<file path="src/include/isa_xbus_consts.vh">
`ifndef ISA_XBUS_CONSTS_VH
`define ISA_XBUS_CONSTS_VH
// Register word addresses (Avalon word index)
`define REG_CTRL        2'h0
`define REG_STATUS      2'h1
`define REG_DMA         2'h2
`define REG_BREAK       2'h3
// Control register fields
`define CTRL_HOT_RESET  0
`define CTRL_RST_DRIVE  3
// Status register fields
`define STAT_MODE_ALT   0
`define STAT_TEST_MODE  1
`define STAT_XRD_STRAP  2
`define STAT_BUS_RST    3
`define STAT_PM_ACT     4
// Encoded acknowledge idle code
`define DMA_ACK_IDLE    3'h4
// I/O select window, upper address bits
`define IO_800_BASE     8'h08
// Reset pulse time
`define RST_PULSE_US    1000
`define CLK_MHZ         50
`define RST_PULSE_CYC   (`RST_PULSE_US * `CLK_MHZ)
`define READY_CYC       3'h4
`endif

</file>
<file path="src/hdl/isa_xbus_ctrl.v">
// Local design decisions: the placing of the registers and the Avalon-MM slave port.
`timescale 1ns/1ps
`include "isa_xbus_consts.vh"
module isa_xbus_ctrl #(
    parameter RST_CYCLES = `RST_PULSE_CYC
) (
    input  wire        clock_i,
    input  wire        reset_i,
    input  wire        enable_i,
    input  wire [1:0]  avs_address,
    input  wire        avs_read,
    input  wire        avs_write,
    input  wire [31:0] avs_writedata,
    output reg  [31:0] avs_readdata,
    output wire        avs_waitrequest,
    input  wire        power_good_i,
    input  wire        mode_strap_i,
    input  wire        xbus_read_n_i,
    input  wire        xbus_buffer_en_n_i,
    input  wire [7:0]  break_event_i,
    input  wire        cyc_start_i,
    input  wire        cyc_dma_i,
    input  wire        cyc_isa_master_i,
    input  wire        cyc_xbus_i,
    input  wire        cyc_xbus_read_i,
    input  wire        cyc_rom_i,
    input  wire        cyc_io_i,
    input  wire [15:0] cyc_addr_i,
    input  wire [3:0]  cyc_cmd_i,
    input  wire [2:0]  dma_grant_chan_i,
    input  wire        dma_grant_i,
    input  wire        dma_count_zero_i,
    input  wire [6:0]  dma_request_i,
    input  wire        channel_ready_i,
    input  wire        zero_wait_n_i,
    output reg         cyc_done_o,
    output reg         addr_latch_en_o,
    output reg         addr_enable_o,
    output reg         terminal_count_o,
    output reg  [2:0]  dma_ack_code_o,
    output reg  [3:0]  cmd_n_o,
    output reg         cmd_oe_o,
    output reg         dual_pin_o,
    output reg         xbus_read_n_o,
    output reg         xbus_read_n_oe_o,
    output reg         xbus_buffer_en_n_o,
    output reg         xbus_buffer_en_n_oe_o,
    output reg         xbus_select_lo_o,
    output reg         xbus_select_hi_o,
    output wire [6:0]  dma_request_o
);

    // ****************************************
    // State
    // ****************************************
    localparam ST_IDLE  = 2'd0;
    localparam ST_ADDR  = 2'd1;
    localparam ST_CMD   = 2'd2;
    localparam ST_END   = 2'd3;

    reg [1:0]  state_q;
    reg [2:0]  rdy_cnt_q;
    reg        dma_q;
    reg        xrd_q;
    reg        xbuf_q;
    reg        strap_done_q;
    reg        mode_alt_q;
    reg        test_mode_q;
    reg        xrd_strap_q;
    reg [7:0]  ctrl_q;
    reg [7:0]  break_en_q;
    reg        pg_q;
    reg [31:0] rst_cnt_q;
    reg        bus_rst_q;
    reg        pm_act_q;
    reg        rd_ack_q;
    wire       trigger;
    wire       pg_rise;
    wire       hot_rst_req;
    wire       drv_rst_req;
    wire       io_800_hit;

    assign dma_request_o   = dma_request_i;
    // Read waits one cycle so its data stands when taken
    assign avs_waitrequest = avs_read && !rd_ack_q;

    assign io_800_hit = cyc_io_i && (cyc_addr_i[15:8] == `IO_800_BASE);

    assign pg_rise     = power_good_i && !pg_q;
    assign hot_rst_req = ctrl_q[`CTRL_HOT_RESET];
    assign drv_rst_req = ctrl_q[`CTRL_RST_DRIVE];
    assign trigger     = pg_rise || hot_rst_req || drv_rst_req;

    // ****************************************
    // Functions
    // ****************************************
    // Channel code or idle code
    function [2:0] ack_code;
        input       granted;
        input [2:0] chan;
        begin
            ack_code = granted ? chan : `DMA_ACK_IDLE;
        end
    endfunction

    function sel_pin;
        input alt;
        input alt_hit;
        input addr_bit;
        begin
            sel_pin = alt ? alt_hit : addr_bit;
        end
    endfunction

    // ****************************************
    // Read wait state
    // ****************************************
    always @(posedge clock_i or posedge reset_i) begin
        if (reset_i) begin
            rd_ack_q <= 1'b0;
        end else if (enable_i) begin
            rd_ack_q <= avs_read && !rd_ack_q;
        end
    end

    // ****************************************
    // Register bus
    // ****************************************
    always @(posedge clock_i or posedge reset_i) begin
        if (reset_i) begin
            ctrl_q       <= 8'h00;
            break_en_q   <= 8'h00;
            avs_readdata <= 32'h0000_0000;
        end else if (enable_i) begin
            if (avs_write && avs_address == `REG_CTRL) begin
                ctrl_q <= avs_writedata[7:0];
            end else begin
                // Self-clearing hot-reset trigger bit; the reset-drive bit holds its value
                ctrl_q[`CTRL_HOT_RESET] <= 1'b0;
            end
            if (avs_write && avs_address == `REG_BREAK) begin
                break_en_q <= avs_writedata[7:0];
            end
            if (avs_read && !rd_ack_q) begin
                case (avs_address)
                    `REG_CTRL: begin
                        avs_readdata <= {24'h00_0000, ctrl_q[7:3],
                                         xrd_strap_q && mode_alt_q, ctrl_q[1:0]};
                    end
                    `REG_STATUS: begin
                        avs_readdata <= {27'h000_0000, pm_act_q, bus_rst_q,
                                         xrd_strap_q, test_mode_q, mode_alt_q};
                    end
                    `REG_DMA: begin
                        avs_readdata <= {25'h000_0000, dma_request_i};
                    end
                    `REG_BREAK: begin
                        avs_readdata <= {24'h00_0000, break_en_q};
                    end
                    default: begin
                        avs_readdata <= 32'h0000_0000;
                    end
                endcase
            end
        end
    end

    // ****************************************
    // Straps
    // ****************************************
    always @(posedge clock_i or posedge reset_i) begin
        if (reset_i) begin
            strap_done_q <= 1'b0;
            mode_alt_q   <= 1'b0;
            test_mode_q  <= 1'b0;
            xrd_strap_q  <= 1'b0;
        end else if (enable_i && !strap_done_q) begin
            strap_done_q <= 1'b1;
            mode_alt_q   <= mode_strap_i;
            test_mode_q  <= !xbus_buffer_en_n_i;
            xrd_strap_q  <= xbus_read_n_i;
        end
    end

    // ****************************************
    // Reset pulse and activity
    // ****************************************
    always @(posedge clock_i or posedge reset_i) begin
        if (reset_i) begin
            pg_q      <= 1'b0;
            rst_cnt_q <= 32'h0000_0000;
            bus_rst_q <= 1'b1;
            pm_act_q  <= 1'b0;
        end else if (enable_i) begin
            pg_q <= power_good_i;
            if (trigger) begin
                rst_cnt_q <= RST_CYCLES;
                bus_rst_q <= 1'b1;
            end else if (rst_cnt_q != 32'h0000_0000) begin
                rst_cnt_q <= rst_cnt_q - 32'h0000_0001;
                bus_rst_q <= (rst_cnt_q != 32'h0000_0001);
            end else begin
                bus_rst_q <= 1'b0;
            end
            pm_act_q <= |(break_event_i & break_en_q);
        end
    end

    // ****************************************
    // Bus cycle
    // ****************************************
    always @(posedge clock_i or posedge reset_i) begin
        if (reset_i) begin
            state_q          <= ST_IDLE;
            rdy_cnt_q        <= 3'h0;
            dma_q            <= 1'b0;
            xrd_q            <= 1'b0;
            xbuf_q           <= 1'b0;
            cyc_done_o       <= 1'b0;
            addr_latch_en_o  <= 1'b0;
            addr_enable_o    <= 1'b0;
            terminal_count_o <= 1'b0;
            dma_ack_code_o   <= `DMA_ACK_IDLE;
            cmd_n_o          <= 4'hF;
            cmd_oe_o         <= 1'b0;
            xbus_select_lo_o <= 1'b0;
            xbus_select_hi_o <= 1'b0;
        end else if (enable_i) begin
            cyc_done_o      <= 1'b0;
            addr_latch_en_o <= 1'b0;
            case (state_q)
                ST_IDLE: begin
                    if (cyc_start_i) begin
                        state_q <= ST_ADDR;
                        dma_q   <= cyc_dma_i;
                        xrd_q   <= cyc_xbus_i && cyc_xbus_read_i;
                        xbuf_q  <= cyc_xbus_i;
                        addr_latch_en_o <= 1'b1;
                        addr_enable_o   <= cyc_dma_i;
                        dma_ack_code_o  <= ack_code(cyc_dma_i && dma_grant_i, dma_grant_chan_i);
                        cmd_oe_o <= !cyc_isa_master_i;
                        xbus_select_lo_o <= sel_pin(mode_alt_q, cyc_rom_i, cyc_addr_i[0]);
                        xbus_select_hi_o <= sel_pin(mode_alt_q, io_800_hit, cyc_addr_i[1]);
                    end
                end
                ST_ADDR: begin
                    state_q   <= ST_CMD;
                    rdy_cnt_q <= `READY_CYC;
                    if (cmd_oe_o) begin
                        cmd_n_o <= ~cyc_cmd_i;
                    end else begin
                        cmd_n_o <= 4'hF;
                    end
                    terminal_count_o <= dma_q && dma_count_zero_i;
                end
                ST_CMD: begin
                    if (rdy_cnt_q != 3'h0) begin
                        rdy_cnt_q <= rdy_cnt_q - 3'h1;
                    end
                    if (!zero_wait_n_i) begin
                        state_q <= ST_END;
                    end else if (rdy_cnt_q == 3'h0 && channel_ready_i) begin
                        state_q <= ST_END;
                    end
                end
                ST_END: begin
                    state_q          <= ST_IDLE;
                    cyc_done_o       <= 1'b1;
                    cmd_n_o          <= 4'hF;
                    cmd_oe_o         <= 1'b0;
                    addr_enable_o    <= 1'b0;
                    terminal_count_o <= 1'b0;
                    dma_ack_code_o   <= ack_code(1'b0, 3'h0);
                    xbus_select_lo_o <= 1'b0;
                    xbus_select_hi_o <= 1'b0;
                    xrd_q            <= 1'b0;
                    xbuf_q           <= 1'b0;
                end
                default: state_q <= ST_IDLE;
            endcase
        end
    end

    // ****************************************
    // Pin outputs
    // ****************************************
    always @* begin
        if (mode_alt_q) begin
            dual_pin_o = bus_rst_q || reset_i;
        end else begin
            dual_pin_o = !pm_act_q;
        end
    end

    always @* begin
        xbus_read_n_o    = !(xrd_q && state_q == ST_CMD);
        xbus_read_n_oe_o = strap_done_q;
    end

    always @* begin
        xbus_buffer_en_n_o    = !(xbuf_q && state_q != ST_IDLE);
        xbus_buffer_en_n_oe_o = strap_done_q;
    end

endmodule // isa_xbus_ctrl

</file>
<file path="config.mk">
export PLATFORM = sky130hd
export DESIGN_NAME = isa_xbus_ctrl
export DESIGN_NICKNAME = d
export VERILOG_FILES = /design/src/hdl/isa_xbus_ctrl.v
export VERILOG_INCLUDE_DIRS = /design/src /design/src/include
export SDC_FILE = /design/constraint.sdc
export NUM_CORES = 1
export LEC_CHECK = 0
export BUFFER_PORTS_ARGS = -buffer_cell sky130_fd_sc_hd__buf_2
export CORE_MARGIN = 5
export CORE_UTILIZATION = 55
export CTS_BUF_LIST = sky130_fd_sc_hd__clkbuf_4
export DETAILED_ROUTE_END_ITERATION = 10
export PLACE_DENSITY = 0.92
export SYNTH_ARGS = -nofsm -noshare
export SYNTH_HDL_FRONTEND = slang
export SYNTH_SLANG_ARGS = --single-unit
</file>
<file path="constraint.sdc">
create_clock -name clock_i -period 4.8 [get_ports clock_i]
set_input_delay 0.24 -clock clock_i [delete_from_list [all_inputs] [get_ports clock_i]]
set_output_delay 0.24 -clock clock_i [all_outputs]
set_load 0.02 [all_outputs]
</file>
Word-level counts from Yosys, hierarchy flattened

Cells that the tools add are included.

Register bits after elaboration: 110
Input bits: 92
Output and inout port bits: 59
Logic and storage cells: 122

$add $sub $neg: 2
Eq/ne operators: 11
Multiplexer cells: 36
Bitwise operators: 2
Reduce and logical (&&, ||, !) cells: 44

Operator list:

| cell                                                                      | number |
|---|---|
| 32-bit case mux with 4 select lines                                       | 1 |
| 32-bit two-way mux                                                        | 2 |
| 32-bit by 1-bit inequality test with 1-bit output (second input constant) | 1 |
| 32-bit nonzero test                                                       | 1 |
| 32-bit by 1-bit subtractor with 32-bit output (second input constant)     | 1 |
| 1-bit two-way mux                                                         | 15 |
| 1-bit case mux with 2 select lines                                        | 7 |
| 1-bit logical AND                                                         | 13 |
| 3-bit case mux with 2 select lines                                        | 2 |
| 3-bit AND reduction                                                       | 4 |
| 2-bit AND reduction                                                       | 5 |
| 2-bit nonzero test                                                        | 5 |
| 3-bit two-way mux                                                         | 3 |
| 8-bit AND                                                                 | 1 |
| 2-bit == test (second input constant)                                     | 4 |
| 8-bit by 4-bit == test with 1-bit output (second input constant)          | 1 |
| 1-bit logical NOT                                                         | 8 |
| 2-bit case mux with 4 select lines                                        | 1 |
| 4-bit case mux with 2 select lines                                        | 1 |
| 8-bit OR reduction                                                        | 1 |
| 2-bit two-way mux                                                         | 3 |
| 2-bit by 1-bit == test with 1-bit output (second input constant)          | 2 |
| 2-bit logical NOT                                                         | 2 |
| 4-bit two-way mux                                                         | 1 |
| other kinds (7)                                                           | 10 |

Logic depth before layout (Yosys ltp)

Depth in word-level cells: 6
Mapped depth: 8
Mapped depth without buffers: 7

Least setup slack after synthesis

No wires, ideal clock.

Path kind: register to register
Start point: register rst_cnt_q[0]
End point: register rst_cnt_q[28]
Setup time: 0.078 ns
Arrival time: 2.079 ns
Data required time: 4.722 ns
Slack: 2.643 ns
Cell stages (with the launch flop): 8
Buffers on the path: 0
Period minus slack after synthesis: 2.157 ns
Path through: dfrtp_1 > inv_1 > ha_1 > nor3b_2 > nand3_4 > a2111o_1 > or4_1 > a21oi_1

Word-level cells in the longest chain between the ends: 3
Elaborated cells between the ends (all ways): 6
Classes of those cells: add/sub (1); mux (2); reduce/logical (3)

RTL lines:

| element                                                                              | RTL line                                 | source |
|---|---|---|
| start, declared                                                                      | isa_xbus_ctrl.v:73                       | `reg [31:0] rst_cnt_q;` |
| start signal, assigned                                                               | isa_xbus_ctrl.v:200                      | `rst_cnt_q <= rst_cnt_q - 32'h0000_0001;` |
| 32-bit by 1-bit subtractor with 32-bit output or 32-bit nonzero test (tied branches) | isa_xbus_ctrl.v:200, isa_xbus_ctrl.v:199 |  |
| 32-bit two-way mux or 2-bit nonzero test (tied branches)                             | --                                       |  |
| 32-bit two-way mux or 2-bit AND reduction (tied branches)                            | --                                       |  |

Several ways; a longest one is shown, not always the timed one. The select of a mux whose other input is x is not followed.
A chain may end at the register's enable or synchronous reset.

Worst setup path in the final report

Start point: register rst_cnt_q[0]
End point: register rst_cnt_q[9]

The elaborated chain is that of the path after synthesis.

==> impl_metrics.ini <==
[outcome]
outcome = completed

[floorplanning]
fp.dieH_um = 102.4
rows = 33
die_w_um = 102.4
core_mm2 = 0.008258
initial_utilization_pct = 56.88
io_pins = 151
dieArea_mm2 = 0.01049

[sta]
relSlewSlack_pct = 17.93
setup_slack_ns = 1.781
finalSetupViolCount = 0
finalHoldViolCount = 0
max_freq_mhz = 331.3
fin_skew_ns = 0.01762
tightest_slew_ns = 1.227
fin_tns_setup_ns = 0
slew_violations = 0
period_needed_ns = 3.019
fin_crit_sh_pct = 62.89
rsz0062_at_grt = false

[global_route]
grt_max_degree = 47
antenna_found_initial = 1
grt_pass1_vias = 3918
grt_first_pass_wirelength_um = 18030
grt.overflow.total = 0
grt_usage_pct = 21.68

[setup_path]
crit_buf_inv = 1
path_class = reg2reg
arrival_ns = 3.37
cp_cell_sequence = inv_1 > ha_1 > nor3b_2 > nand2_1 > nor4_2 > nor4bb_1 > a211oi_2
slowest_delay_ns = 1.05
worst_ep_required_time_ns = 5.16
crit_path_start_kind = register
r2r_cells = 7
cp_slowest_cell = nor4_2
critPathMaxFanout = 15
crit-reg2reg-launch = rst_cnt_q[0]
r2r-end = rst_cnt_q[9]
crit_family = simple AND/OR/NAND/NOR gates
r2r_slack_ns = 1.78
crit_path_end_kind = register

[clocking]
clkTransAtPathRegs_ns = 0.14
cts_inserted_buffers = 9
cts.path.max_buffers = 2
clk_latency_ns = 0.44
clkSinkCount = 85
h-tree-depth = 3
cts_root_buffer = clkbuf_4
cts_tree = yes

[detailed_routing]
routed_wl_um = 11190
drt_iter0_markers = 252
drc_errors = 0
final_antenna_net_count = 0
wl_per_cell_um = 17.00
vias = 3892
viasPerCell = 5.915
firstDrtPassIters = 5

[power]
ir_drop_mv = 0.3257
power.leakage_nw = 2.419
power_density_mw_per_mm2 = 410.7

[logic_synthesis]
synth_edf_count = 0
synth.distinct_cells = 65
muxShareOfSynthArea_pct = 10.31
synthArstFlopShare_pct = 100.0
synth_warnings = 0
synth_xor_area_share_pct = 0.7459
synth-main-ff-cell = dfrtp_1
synthCells = 461
syn-cell-area_mm2 = 0.004697
synth_compound_area_share_pct = 12.95
ys_ff_latch = 85
synth_top_family_by_area = simple AND/OR/NAND/NOR gates
synthAdderAreaFrac_pct = 2.131
yosys.area_share.simple_pct = 20.54
seq_area_frac_synth_pct = 45.44
synth_area_per_cell_um2 = 10.19

[finish]
final_core_util_pct = 63.62
final_cells = 658
area_growth_pct = 11.85
drive_above_1_share_pct = 31.52
finalNetCount = 647

[placed_design]
dp.cells = 637
portBuffers = 96
dpl_worst_slack_ns = 1.909
dp_hpwl_um = 8148
place_congestion = 0.8211

[hold_path]
min_path_cells = 2
min_path_type = in2reg
hp-start = xbus_read_n_i
hold_end = xrd_strap_q

[run]
drv_cap = 0
==> worst max path at each step <==
stage,start,to,slack (ns),cells past startpoint
finish,rst_cnt_q[0],rst_cnt_q[9],1.78,7
detailed placement,rst_cnt_q[0],rst_cnt_q[9],1.91,7
CTS,rst_cnt_q[0],rst_cnt_q[9],1.84,7
floorplan,reset_i,addr_enable_o,2.38,1
global route,rst_cnt_q[0],rst_cnt_q[9],1.63,7
global placement,rst_cnt_q[0],rst_cnt_q[9],2.07,7
==> worst reg2reg max path, stage by stage, from the launching register on <==
cell	delay, ns
dfrtp_1	0.42
inv_1	0.11
ha_1	0.28
nor3b_2	0.47
nand2_1	0.17
nor4_2	1.06
nor4bb_1	0.21
a211oi_2	0.24
==> layout by cell type, fill, tap and decap left out, drive strengths merged, types with 5 or more instances in the layout <==
cell type / instances
ha: 8
mux2: 27
nor4: 15
o211ai: 6
or2: 10
a21oi: 16
clkinv: 5
dfstp: 6
o21ai: 25
a22o: 7
clkbuf: 9
nand2: 48
dfrtp: 79
nand4: 6
mux2i: 9
conb: 24
nand3: 10
inv: 15
or4: 13
nor2: 29
and3: 5
nor3: 9
o31ai: 10
buf: 97
or3: 7
==> state kept, by name, indices dropped and copies added, names as in the netlist, 2 cells and up <==
| name | cells |
|---|---|
| avs_readdata | 8 |
| break_en_q | 8 |
| cmd_n_o | 4 |
| ctrl_q | 7 |
| dma_ack_code_o | 3 |
| rdy_cnt_q | 3 |
| rst_cnt_q | 32 |
| state_q | 2 |
==> metrics by stage <==
| stage | cell area (um2) | hold slack, ns | total power [mW] |
|---|---|---|---|
| 6_report | 5254 | 0.03357 | 2.158 |
| 5_1_grt | 5254 | 0.005140 | 2.291 |
| 4_1_cts | 5251 | 0.02263 | 2.157 |
| 3_5_place_dp | 5094 | 0.3750 | 1.789 |
| 3_3_place_gp | 5094 | 0.3626 | 1.737 |
| 2_1_floorplan | 4783 | 0.3232 | 1.569 |
==> cell usage after synthesis, types with 2 or more instances <==
| cell | count | area, um2 |
|---|---|---|
| o21ai_0 | 22 | 110.1 |
| clkbuf_1 | 13 | 48.80 |
| or3_1 | 7 | 43.79 |
| nor4_4 | 3 | 63.81 |
| mux2_2 | 27 | 304.0 |
| o211ai_1 | 6 | 45.04 |
| a21oi_1 | 16 | 80.08 |
| nor2_1 | 29 | 108.9 |
| a221oi_1 | 2 | 17.52 |
| or4_1 | 12 | 90.09 |
| o21ai_1 | 3 | 15.01 |
| a31oi_1 | 4 | 25.02 |
| nand4_1 | 6 | 37.54 |
| o22a_1 | 3 | 26.28 |
| o31ai_1 | 10 | 75.07 |
| ha_1 | 8 | 100.1 |
| a22o_1 | 7 | 61.31 |
| mux2i_1 | 9 | 90.09 |
| mux4_2 | 4 | 90.09 |
| and2_1 | 2 | 12.51 |
| nor2b_1 | 3 | 18.77 |
| inv_1 | 15 | 56.30 |
| nand2_1 | 47 | 176.4 |
| nor4_1 | 9 | 56.30 |
| nand3_1 | 9 | 45.04 |
| dfstp_2 | 6 | 157.7 |
| nor4_2 | 3 | 37.54 |
| and3_1 | 5 | 31.28 |
| a2111oi_0 | 2 | 17.52 |
| nor3_1 | 9 | 45.04 |
| nand2b_1 | 3 | 18.77 |
| buf_2 | 2 | 10.01 |
| or2_2 | 9 | 56.30 |
| dfrtp_1 | 79 | 1977 |
| buf_4 | 33 | 247.7 |
| a21o_1 | 2 | 15.01 |
| xnor2_1 | 3 | 26.28 |
| a22oi_1 | 2 | 15.01 |
==> power by group <==
part | internal [mW] | total (mW) | switching, mW
Sequential | 0.892 | 1.02 | 0.133
Combinational | 0.294 | 0.763 | 0.468
Clock | 0.107 | 0.370 | 0.263
==> per-layer routing <==
layer  vias to the layer above  track usage (%)  wire length, um
met2                       176            37.83             5860
met1                      1891            26.59             4239
li1                       1801                -                -
met5                         -                0                0
met3                        24            4.505              841
met4                         0            7.770              244
==> final cells by class <==
type	instances	area [um2]
Tap cell	105	131.4
Multi-Input combinational cell	335	2282
Clock buffer	9	67.56
Timing Repair Buffer	101	528.0
Inverter	15	57.56
Clock inverter	7	50.05
Antenna cell	1	2.502
Fill cell	646	3004
Sequential cell	85	2135
==> logic make-up after synthesis <==
family	after synthesis
AO/OA/AOI/OAI	90
XOR/XNOR	4
adder cells (fa/ha/maj)	8
flip-flops	85
buffers and inverters	64
other	1
AND/OR/NAND/NOR	169
multiplexers	40
==> timing repair <==
action,CTS,global route
hold endpoints to repair,41,0
hold buffers,4,0
gates resized for setup,0,0
buffers inserted,0,0
Power figures use the tool's default switching activity.
